--- src/core/clpm_pkg.sv ---
// Package for the link performance monitor: register map, fields, timing counts
// Assumes a 32-bit APB slave and a 250 MHz system clock
package clpm_pkg;

  // ----------------------------------------------------------------
  // Register offsets
  // ----------------------------------------------------------------
  localparam logic [7:0] CLPM_OFS_CTRL      = 8'h00;
  localparam logic [7:0] CLPM_OFS_CMD       = 8'h04;
  localparam logic [7:0] CLPM_OFS_USR_CRC   = 8'h08;
  localparam logic [7:0] CLPM_OFS_USR_FWE   = 8'h0C;
  localparam logic [7:0] CLPM_OFS_USR_ES    = 8'h10;
  localparam logic [7:0] CLPM_OFS_USR_ESH   = 8'h14;
  localparam logic [7:0] CLPM_OFS_USR_FRZT  = 8'h18;
  localparam logic [7:0] CLPM_OFS_NET_CRC   = 8'h1C;
  localparam logic [7:0] CLPM_OFS_NET_ES    = 8'h20;
  localparam logic [7:0] CLPM_OFS_NET_ESH   = 8'h24;
  localparam logic [7:0] CLPM_OFS_NET_FRZT  = 8'h28;
  localparam logic [7:0] CLPM_OFS_SEC       = 8'h2C;
  localparam logic [7:0] CLPM_OFS_TOD       = 8'h30;
  localparam logic [7:0] CLPM_OFS_IRQ_STAT  = 8'h34;
  localparam logic [7:0] CLPM_OFS_IRQ_EN    = 8'h38;
  localparam logic [7:0] CLPM_OFS_IRQ_CLR   = 8'h3C;

  // ----------------------------------------------------------------
  // Fields
  // ----------------------------------------------------------------
  localparam int CLPM_CTRL_CRC_EN   = 0;
  localparam int CLPM_CTRL_USR_FRZ  = 1;
  localparam int CLPM_CMD_CLR_EV    = 0;
  localparam int CLPM_CMD_CLR_ALL   = 1;
  localparam int CLPM_IRQ_CRC       = 0;
  localparam int CLPM_IRQ_FWE       = 1;
  localparam int CLPM_IRQ_ES        = 2;
  localparam int CLPM_IRQ_INTV      = 3;
  localparam int CLPM_IRQ_W         = 4;
  localparam logic [1:0] CLPM_CTRL_RST = 2'h0;

  // ----------------------------------------------------------------
  // Timing
  // ----------------------------------------------------------------
  localparam int CLPM_CLK_HZ        = 250_000_000;
  localparam int CLPM_SEC_S         = 1;
  localparam int CLPM_SEC_CYC       = CLPM_CLK_HZ * CLPM_SEC_S;
  localparam int CLPM_INTV_MIN      = 15;
  localparam int CLPM_INTV_TICKS    = CLPM_INTV_MIN * 60;
  localparam int CLPM_TICK_W        = 10;

endpackage

--- src/core/clpm_top.sv ---
// Link performance monitor: CRC4 and frame-word error counts, errored seconds
// Assumes framer event pulses on the system clock and an APB master
//
// Function
// RQ1 - CRC4 events count only while CRC4 is enabled in the frame-zero slot.
// RQ2 - Sender appends CRC4; framer recomputes and pulses mismatch events here.
// RQ3 - CRC4 count clears on event-clear or clear-all command.
// RQ4 - Each single bad frame alignment word adds one to frame error count.
// RQ5 - Frame error count is user-readable only; cleared by either clear.
// RQ6 - Each second, any event in that second adds one errored second.
// RQ7 - Errored seconds run 15 minutes, then go to history and restart.
// RQ8 - Current errored seconds clear on clear-all only.
// RQ9 - Separate user and provider banks of counters are kept.
// RQ10 - User controls affect user bank; provider bank controlled from network only. The user CRC4 enable in CTRL gates CRC4 events for both banks.
// RQ11 - Each CRC4 error counts as exactly one bit error.
// RQ12 - Freeze holds every counter and records time of day it began.
// RQ13 - Interval boundary is 900 one-second ticks of the same time base.
//
// Local design decisions: the APB register port and the register offsets.
`timescale 1ns/1ps

module clpm_top #(
  parameter int SEC_CYC = clpm_pkg::CLPM_SEC_CYC
) (
  input  wire logic        clock,
  input  wire logic        nrst,
  input  wire logic        psel,
  input  wire logic        penable,
  input  wire logic        pwrite,
  input  wire logic [7:0]  paddr,
  input  wire logic [31:0] pwdata,
  output logic [31:0]      prdata,
  output logic             pready,
  output logic             pslverr,
  input  wire logic        crc_err_ev,
  input  wire logic        fwe_err_ev,
  input  wire logic        net_clr_ev,
  input  wire logic        net_clr_all,
  input  wire logic        net_freeze,
  output logic [31:0]      net_crc_cnt,
  output logic [31:0]      net_es_cnt,
  output logic [31:0]      net_es_hist,
  output logic             irq
);
  import clpm_pkg::*;

  // ----------------------------------------------------------------
  // Reset release
  // ----------------------------------------------------------------
  logic rst_s1_q;
  logic rst_n_q;

  always_ff @(posedge clock or negedge nrst)
  begin
    if (!nrst)
    begin
      rst_s1_q <= 1'b0;
      rst_n_q  <= 1'b0;
    end
    else
    begin
      rst_s1_q <= 1'b1;
      rst_n_q  <= rst_s1_q;
    end
  end

  // ----------------------------------------------------------------
  // Network-side control synchronisers
  // ----------------------------------------------------------------
  logic [2:0] net_s1_q;
  logic [2:0] net_s2_q;
  logic [2:0] net_s3_q;
  logic       net_clr_ev_p;
  logic       net_clr_all_p;
  logic       net_frz;

  always_ff @(posedge clock or negedge rst_n_q)
  begin
    if (!rst_n_q)
    begin
      net_s1_q <= 3'h0;
      net_s2_q <= 3'h0;
      net_s3_q <= 3'h0;
    end
    else
    begin
      net_s1_q <= {net_freeze, net_clr_all, net_clr_ev};
      net_s2_q <= net_s1_q;
      net_s3_q <= net_s2_q;
    end
  end

  // Clears act on a rising edge of the synchronised copy; freeze is a level
  assign net_clr_ev_p  = net_s2_q[0] & ~net_s3_q[0];
  assign net_clr_all_p = net_s2_q[1] & ~net_s3_q[1];
  assign net_frz       = net_s2_q[2];

  // ----------------------------------------------------------------
  // APB slave
  // ----------------------------------------------------------------
  localparam int IRQ_W_C = CLPM_IRQ_W;
  logic [1:0]  ctrl_q;
  logic [IRQ_W_C-1:0] irq_en_q;
  logic        wr_en;
  logic        usr_clr_ev;
  logic        usr_clr_all;
  logic [IRQ_W_C-1:0] irq_clr;

  // Write strobe for one register offset
  function automatic logic wr_hit(
    input logic       we,
    input logic [7:0] adr,
    input logic [7:0] ofs
  );
    return we && (adr == ofs);
  endfunction

  assign pready  = 1'b1;
  assign pslverr = 1'b0;
  assign wr_en   = psel & penable & pwrite;
  assign usr_clr_ev  = wr_hit(wr_en, paddr, CLPM_OFS_CMD) && pwdata[CLPM_CMD_CLR_EV];
  assign usr_clr_all = wr_hit(wr_en, paddr, CLPM_OFS_CMD) && pwdata[CLPM_CMD_CLR_ALL];
  assign irq_clr = wr_hit(wr_en, paddr, CLPM_OFS_IRQ_CLR) ? pwdata[IRQ_W_C-1:0]
                                                         : {IRQ_W_C{1'b0}};

  always_ff @(posedge clock or negedge rst_n_q)
  begin
    if (!rst_n_q)
      ctrl_q <= CLPM_CTRL_RST;
    else if (wr_hit(wr_en, paddr, CLPM_OFS_CTRL))
      ctrl_q <= pwdata[1:0];
  end

  always_ff @(posedge clock or negedge rst_n_q)
  begin
    if (!rst_n_q)
      irq_en_q <= {IRQ_W_C{1'b0}};
    else if (wr_hit(wr_en, paddr, CLPM_OFS_IRQ_EN))
      irq_en_q <= pwdata[IRQ_W_C-1:0];
  end

  // ----------------------------------------------------------------
  // Time base
  // ----------------------------------------------------------------
  logic [27:0]            div_q;
  logic                   sec_tick;
  logic [CLPM_TICK_W-1:0] sec_q;
  logic                   intv_end;
  logic [31:0]            tod_q;

  assign sec_tick = div_q == 28'(SEC_CYC - 1);
  assign intv_end = sec_tick && sec_q == CLPM_TICK_W'(CLPM_INTV_TICKS - 1);

  // Divider: one-cycle tick every SEC_CYC clocks
  always_ff @(posedge clock or negedge rst_n_q)
  begin
    if (!rst_n_q)
      div_q <= 28'h000_0000;
    else
      div_q <= sec_tick ? 28'h000_0000 : div_q + 28'h000_0001;
  end

  always_ff @(posedge clock or negedge rst_n_q)
  begin
    if (!rst_n_q)
    begin
      sec_q <= {CLPM_TICK_W{1'b0}};
      tod_q <= 32'h0000_0000;
    end
    else if (sec_tick)
    begin
      tod_q <= tod_q + 32'h0000_0001;
      sec_q <= intv_end ? {CLPM_TICK_W{1'b0}} : sec_q + CLPM_TICK_W'(1); // RQ13
    end
  end

  // ----------------------------------------------------------------
  // Qualified events
  // ----------------------------------------------------------------
  logic crc_ev;

  // RQ2: framer delivers mismatch pulses; gated by enable here
  assign crc_ev = crc_err_ev & ctrl_q[CLPM_CTRL_CRC_EN]; // RQ1 RQ2

  // ----------------------------------------------------------------
  // Counter banks: index 0 user, 1 provider
  // ----------------------------------------------------------------
  logic [1:0]  clr_ev_b;
  logic [1:0]  clr_all_b;
  logic [1:0]  frz_b;
  logic [1:0]  frz_d1_q;
  logic [1:0]  es_inc;
  logic [31:0] crc_cnt_q  [2];
  logic [31:0] fwe_cnt_q  [2];
  logic [31:0] es_cnt_q   [2];
  logic [31:0] es_hist_q  [2];
  logic [31:0] frz_tod_q  [2];
  logic [1:0]  sec_ev_q;

  assign clr_ev_b  = {net_clr_ev_p, usr_clr_ev};  // RQ10
  assign clr_all_b = {net_clr_all_p, usr_clr_all}; // RQ10
  assign frz_b     = {net_frz, ctrl_q[CLPM_CTRL_USR_FRZ]}; // RQ10

  generate
    for (genvar b = 0; b < 2; b++) // RQ9
    begin : g_bank
      always_ff @(posedge clock or negedge rst_n_q)
      begin
        if (!rst_n_q)
        begin
          crc_cnt_q[b] <= 32'h0000_0000;
          fwe_cnt_q[b] <= 32'h0000_0000;
        end
        else if (clr_ev_b[b] || clr_all_b[b])
        begin
          crc_cnt_q[b] <= 32'h0000_0000; // RQ3
          fwe_cnt_q[b] <= 32'h0000_0000; // RQ5
        end
        else if (!frz_b[b]) // RQ12
        begin
          if (crc_ev)
            crc_cnt_q[b] <= crc_cnt_q[b] + 32'h0000_0001; // RQ11
          if (fwe_err_ev)
            fwe_cnt_q[b] <= fwe_cnt_q[b] + 32'h0000_0001; // RQ4
        end
      end

      // Event seen within the current second. An event on the tick cycle is
      // already counted by es_inc, so the tick clears it; otherwise an event
      // wins over a clear-all in the same cycle. A frozen bank ignores events.
      always_ff @(posedge clock or negedge rst_n_q)
      begin
        if (!rst_n_q)
          sec_ev_q[b] <= 1'b0;
        else if ((crc_ev || fwe_err_ev) && !sec_tick && !frz_b[b])
          sec_ev_q[b] <= 1'b1;
        else if (sec_tick || clr_all_b[b])
          sec_ev_q[b] <= 1'b0;
      end

      assign es_inc[b] = sec_tick && !frz_b[b] && (sec_ev_q[b] || crc_ev || fwe_err_ev); // RQ6

      always_ff @(posedge clock or negedge rst_n_q)
      begin
        if (!rst_n_q)
        begin
          es_cnt_q[b]  <= 32'h0000_0000;
          es_hist_q[b] <= 32'h0000_0000;
        end
        else if (clr_all_b[b])
        begin
          es_cnt_q[b]  <= 32'h0000_0000; // RQ8
          es_hist_q[b] <= 32'h0000_0000;
        end
        else if (intv_end && !frz_b[b])
        begin
          es_hist_q[b] <= es_cnt_q[b] + {31'h0000_0000, es_inc[b]}; // RQ7
          es_cnt_q[b]  <= 32'h0000_0000; // RQ7
        end
        else if (es_inc[b])
          es_cnt_q[b] <= es_cnt_q[b] + 32'h0000_0001; // RQ6
      end

      always_ff @(posedge clock or negedge rst_n_q)
      begin
        if (!rst_n_q)
        begin
          frz_d1_q[b]  <= 1'b0;
          frz_tod_q[b] <= 32'h0000_0000;
        end
        else
        begin
          frz_d1_q[b] <= frz_b[b];
          if (frz_b[b] && !frz_d1_q[b])
            frz_tod_q[b] <= tod_q; // RQ12
        end
      end
    end
  endgenerate

  // ----------------------------------------------------------------
  // Provider bank toward the network side
  // ----------------------------------------------------------------
  // Frame error count is not offered here
  always_ff @(posedge clock or negedge rst_n_q)
  begin
    if (!rst_n_q)
    begin
      net_crc_cnt <= 32'h0000_0000;
      net_es_cnt  <= 32'h0000_0000;
      net_es_hist <= 32'h0000_0000;
    end
    else
    begin
      net_crc_cnt <= crc_cnt_q[1];
      net_es_cnt  <= es_cnt_q[1];
      net_es_hist <= es_hist_q[1]; // RQ5
    end
  end

  // ----------------------------------------------------------------
  // Interrupts
  // ----------------------------------------------------------------
  logic [IRQ_W_C-1:0] irq_st_q;
  logic [IRQ_W_C-1:0] irq_set;

  assign irq_set = {intv_end, es_inc[0], fwe_err_ev, crc_ev};

  always_ff @(posedge clock or negedge rst_n_q)
  begin
    if (!rst_n_q)
      irq_st_q <= {IRQ_W_C{1'b0}};
    else
      irq_st_q <= irq_set | (irq_st_q & ~irq_clr);
  end

  assign irq = |(irq_st_q & irq_en_q);

  // ----------------------------------------------------------------
  // Read mux
  // ----------------------------------------------------------------
  always_comb
  begin
    prdata = 32'h0000_0000;
    case (paddr)
      CLPM_OFS_CTRL:     prdata = {30'h0000_0000, ctrl_q};
      CLPM_OFS_USR_CRC:  prdata = crc_cnt_q[0];
      CLPM_OFS_USR_FWE:  prdata = fwe_cnt_q[0]; // RQ5
      CLPM_OFS_USR_ES:   prdata = es_cnt_q[0];
      CLPM_OFS_USR_ESH:  prdata = es_hist_q[0];
      CLPM_OFS_USR_FRZT: prdata = frz_tod_q[0];
      CLPM_OFS_NET_CRC:  prdata = crc_cnt_q[1];
      CLPM_OFS_NET_ES:   prdata = es_cnt_q[1];
      CLPM_OFS_NET_ESH:  prdata = es_hist_q[1];
      CLPM_OFS_NET_FRZT: prdata = frz_tod_q[1];
      CLPM_OFS_SEC:      prdata = {22'h00_0000, sec_q};
      CLPM_OFS_TOD:      prdata = tod_q;
      CLPM_OFS_IRQ_STAT: prdata = {28'h000_0000, irq_st_q};
      CLPM_OFS_IRQ_EN:   prdata = {28'h000_0000, irq_en_q};
      default:           prdata = 32'h0000_0000;
    endcase
  end

endmodule

--- config.mk ---
export PLATFORM = sky130hd
export DESIGN_NAME = clpm_top
export DESIGN_NICKNAME = d
export VERILOG_FILES = /design/src/core/clpm_pkg.sv /design/src/core/clpm_top.sv
export SDC_FILE = /design/constraint.sdc
export NUM_CORES = 1
export LEC_CHECK = 0
export ABC_AREA = 1
export BUFFER_PORTS_ARGS = -buffer_cell sky130_fd_sc_hd__buf_2
export CAP_MARGIN = 20
export CORE_ASPECT_RATIO = 1.4
export CORE_MARGIN = 8
export CORE_UTILIZATION = 45
export CTS_CLUSTER_DIAMETER = 50
export CTS_CLUSTER_SIZE = 12
export DETAILED_ROUTE_END_ITERATION = 10
export PLACE_DENSITY = 0.73
export SETUP_SLACK_MARGIN = 0.2
export SYNTH_ARGS = -nofsm -noshare
export SYNTH_HDL_FRONTEND = slang
export SYNTH_SLANG_ARGS = --single-unit
--- constraint.sdc ---
create_clock -name clock -period 29.1 [get_ports clock]
set_input_delay 5.82 -clock clock [delete_from_list [all_inputs] [get_ports clock]]
set_output_delay 5.82 -clock clock [all_outputs]
set_load 0.05 [all_outputs]
==> impl_results.md <==
* Post-synth EDFFs at 0
* Initial core utilization at 45.3%
* Non-filler cells in the finished layout at 4,467
* Floorplan Core Area at 0.0573 mm²
* Synth unique cells at 49
* Number of gates given a new drive strength after cts at 0
* Overall routing resource usage at 30.3%
* Count of routing violations after the opening detailed-route iteration at between 3,000 and 4,000
* Area share of the leading cell type in the synthesized netlist at 46.1%
* Family with the most delay on the worst path: buffers and inverters
* Sequential area share after synthesis at 46.1%
* Detailed-placement wirelength estimate at between 70,000 and 80,000 µm
* Warnings, synthesis at 0
* Flop and latch count out of synthesis at 478
* Crit path time final at roughly 15,000 ps
* Proportion of register bits with asynchronous set or reset after synthesis at between 90% and 100%
* Clock root buffer master: sky130_fd_sc_hd__clkbuf_16
* Required time reported for the critical path endpoint at 23,280 ps
* Worst min path class: reg2async
* Ranking of synthesized cells by instance count: sky130_fd_sc_hd__nand2_1 (975), sky130_fd_sc_hd__nor2_1 (505), sky130_fd_sc_hd__dfrtp_1 (478), sky130_fd_sc_hd__inv_1 (402), sky130_fd_sc_hd__o21ai_0 (271)
* Utilization after layout at 50.6%
* Share of post-route cells with drive strength above 1 at between 8 and 9%
* Clk sink count at between 400 and 500
* Cell type of the slowest stage on the worst timing path: sky130_fd_sc_hd__clkinv_1
* Critical path, cell by cell: buf_2 > nor2_2 > nand3_2 > nor2_2 > clkinv_1 > o22ai_1 > nor2_1 > nand3_1 > buf_2
* Critical path start-end classification: in2out
* Relative slew slack at between 15 and 20%
* Quantity of hold-fixing buffers added after cts at 0
* Number of setup violations in the final report at 0
* Post-synth top flop: sky130_fd_sc_hd__dfrtp_1
* CTS tree: built
* IO Pins at 181
* Ranking of synthesized cells by area: sky130_fd_sc_hd__dfrtp_1 (46%), sky130_fd_sc_hd__nand2_1 (14%), sky130_fd_sc_hd__nor2_1 (7.3%)
* Placer's final routability congestion estimate at 1.04
* Finished layout cell area at about 0.029 mm²
* Sum Neg Setup Slack at 0 ps
* Crit path launch type: input pin
* ANT nets after route at 0
* Met3 layer usage reported by global route at 5.36%
* Die H at 300 µm
* Met2 capacity usage during global routing at between 40% and 50%
* Crit path arrival time at 9290 ps
* First drt pass iteration count at 8
* Pin count of the biggest net entering global routing at 173
* Busiest layer in global routing: met2
* DR WL/cell at 22.7 µm
* Maximum fanout along the worst path at 27
* DRT Wirelength at 102,000 µm
* Overall via count from detail_route at around 25,000
* Clock insertion delay at the later pin of the skew report at 590 ps
* Area growth, synth to finish at 11.7%
* Via density per instance at around 5.7
* Die extent in x at ~220 µm
* Cell Pwr Density at 47.5 mW/mm²
* Max-cap violations at 0
* # placed instances at roughly 4,400
* Via count of the first global-routing pass at 24,246
* Peak supply drop at 39.2 µV
* Die area at ~0.066 mm²
* Synthesized instance count at 3,565
* Dominant cell type by area after synthesis: sky130_fd_sc_hd__dfrtp_1
* Crit-path max cell delay at 1030 ps
* Post-CTS setup buffer count at 0
* Final Hold Vio Count at 0
* Worst setup EP type: output pin
* Number of antenna violations at the first check in global routing at 4
* Mean area per synthesized cell at 7.27 µm²
* Netlist area before placement at 0.0259 mm²
* Max frequency at 0.0662 GHz
* Worst slew pin tran at 1190 ps
* Outcome: complete, no violations
* Wire length of the first global-routing pass at 151,000 µm
* WHS at 321 ps
* RSZ-0062 raised after global routing: no
* Slew Viols, Final at 0
* Most frequently used cell type in the post-synthesis netlist: sky130_fd_sc_hd__nand2_1
* CTS Buf Count at 50
* Clock transition at the registers of the reported paths at 60 ps
* Final period util at a little over 50%
* Net count reported at finish at 3,763
* Clock tree buffer depth at 3
* Number of DRC violations after detailed routing at 0
* Reported leakage power at roughly 0.014 µW
* Met1 routing resource usage after global routing at ~36%
* Number of I/O port buffers at 150
* GR Overflow Total at 0
* H-tree depth at 2
* Placement-stage cell area at 0.0274 mm²
* Core Rows at 104
* Worst Skew at 18.5 ps
* Combined buffer and inverter count along the critical path at 3
## metrics by stage
stage,total power (µW),worst slack [ps]
after detailed placement,754,14260
after CTS,1380,14260
after global routing,1410,14050
final,1380,13990
after floorplan,733,14790
after global placement,753,14240
## flip-flops by register name (all words and copies together) (netlist names), 10 cells and up
name,flops
crc_cnt_q,64
div_q,28
es_cnt_q,64
es_hist_q,64
frz_tod_q,64
fwe_cnt_q,32
net_crc_cnt,32
net_es_cnt,32
net_es_hist,32
sec_q,10
tod_q,32
## kinds of logic after synthesis
| logic type | count (synthesis) | share of synthesized area [%] |
|---|---|---|
| simple gates | 2010 | 32.9 |
| buf+inv | 513 | 7.87 |
| flops | 478 | 46.1 |
| compound gates | 463 | 9.56 |
| xor+xnor | 87 | 2.94 |
| fa+ha+maj | 12 | 0.579 |
| other cells | 2 | 0.0290 |
## area by class of cell
class,instances,area (µm²)
diodes,2,5.00
clock buffers,64,1370
clock inverters,10,168
fillers,5691,28300
inverters,418,1580
multi-input cells,2575,11900
flip-flops and latches,478,12000
well taps,742,928
repair buffers,178,1010
## cell usage in the layout, fill, tap and decap left out, types with 5 or more instances in the layout
master | synthesis | final
sky130_fd_sc_hd__a21oi_1 | 115 | 115
sky130_fd_sc_hd__a31oi_1 | 8 | 8
sky130_fd_sc_hd__buf_2 | 20 | 150
sky130_fd_sc_hd__buf_4 | 5 | 25
sky130_fd_sc_hd__clkbuf_1 | 58 | 9
sky130_fd_sc_hd__clkbuf_16 | 0 | 51
sky130_fd_sc_hd__dfrtp_1 | 478 | 477
sky130_fd_sc_hd__ha_1 | 12 | 12
sky130_fd_sc_hd__inv_1 | 402 | 402
sky130_fd_sc_hd__inv_2 | 10 | 10
sky130_fd_sc_hd__nand2_1 | 975 | 975
sky130_fd_sc_hd__nand2_2 | 17 | 17
sky130_fd_sc_hd__nand3_1 | 246 | 246
sky130_fd_sc_hd__nand3_2 | 5 | 5
sky130_fd_sc_hd__nand3b_1 | 6 | 6
sky130_fd_sc_hd__nand4_1 | 104 | 104
sky130_fd_sc_hd__nor2_1 | 505 | 501
sky130_fd_sc_hd__nor2_2 | 21 | 25
sky130_fd_sc_hd__nor2_4 | 6 | 6
sky130_fd_sc_hd__nor3_1 | 102 | 102
sky130_fd_sc_hd__nor4_1 | 8 | 8
sky130_fd_sc_hd__o21ai_0 | 271 | 271
sky130_fd_sc_hd__o21ai_2 | 14 | 14
sky130_fd_sc_hd__o22ai_1 | 33 | 33
sky130_fd_sc_hd__or2_2 | 5 | 5
sky130_fd_sc_hd__xnor2_1 | 6 | 6
sky130_fd_sc_hd__xor2_1 | 81 | 81
## path summary, 6_finish.rpt
kind / startpoint / cells after the start / slack (ps) / endpoint
max in group asynchronous: nrst / 1 / 23980 / rst_n_q$_DFF_PN0_
hold / removal: rst_n_q$_DFF_PN0_ / 0 / 320 / crc_cnt_q[45]$_DFFE_PN0P_
hold reg to reg: rst_n_q$_DFF_PN0_ / 0 / 320 / crc_cnt_q[45]$_DFFE_PN0P_
setup reg to reg: ctrl_q[0]$_DFFE_PN0P_ / 17 / 24900 / es_hist_q[44]$_DFFE_PN0P_
setup / recovery: paddr[1] / 9 / 13990 / prdata[29]
min in group clock: net_s1_q[2]$_DFF_PN0_ / 0 / 350 / net_s2_q[2]$_DFF_PN0_
## report_power, final
| part | switching [µW] | leakage [µW] | internal, µW |
|---|---|---|---|
| Combinational | 46.6 | 0.00665 | 13.1 |
| Clock | 271 | 0.000746 | 362 |
| Sequential | 10.5 | 0.00640 | 674 |
## per-layer routing
layer,routed length [µm],vias to the layer above
li1,-,11701
met1,37200,12036
met2,45400,1325
met3,9280,364
met4,9710,2
met5,10,-
No activity file was read; power rests on OpenSTA's default activity.
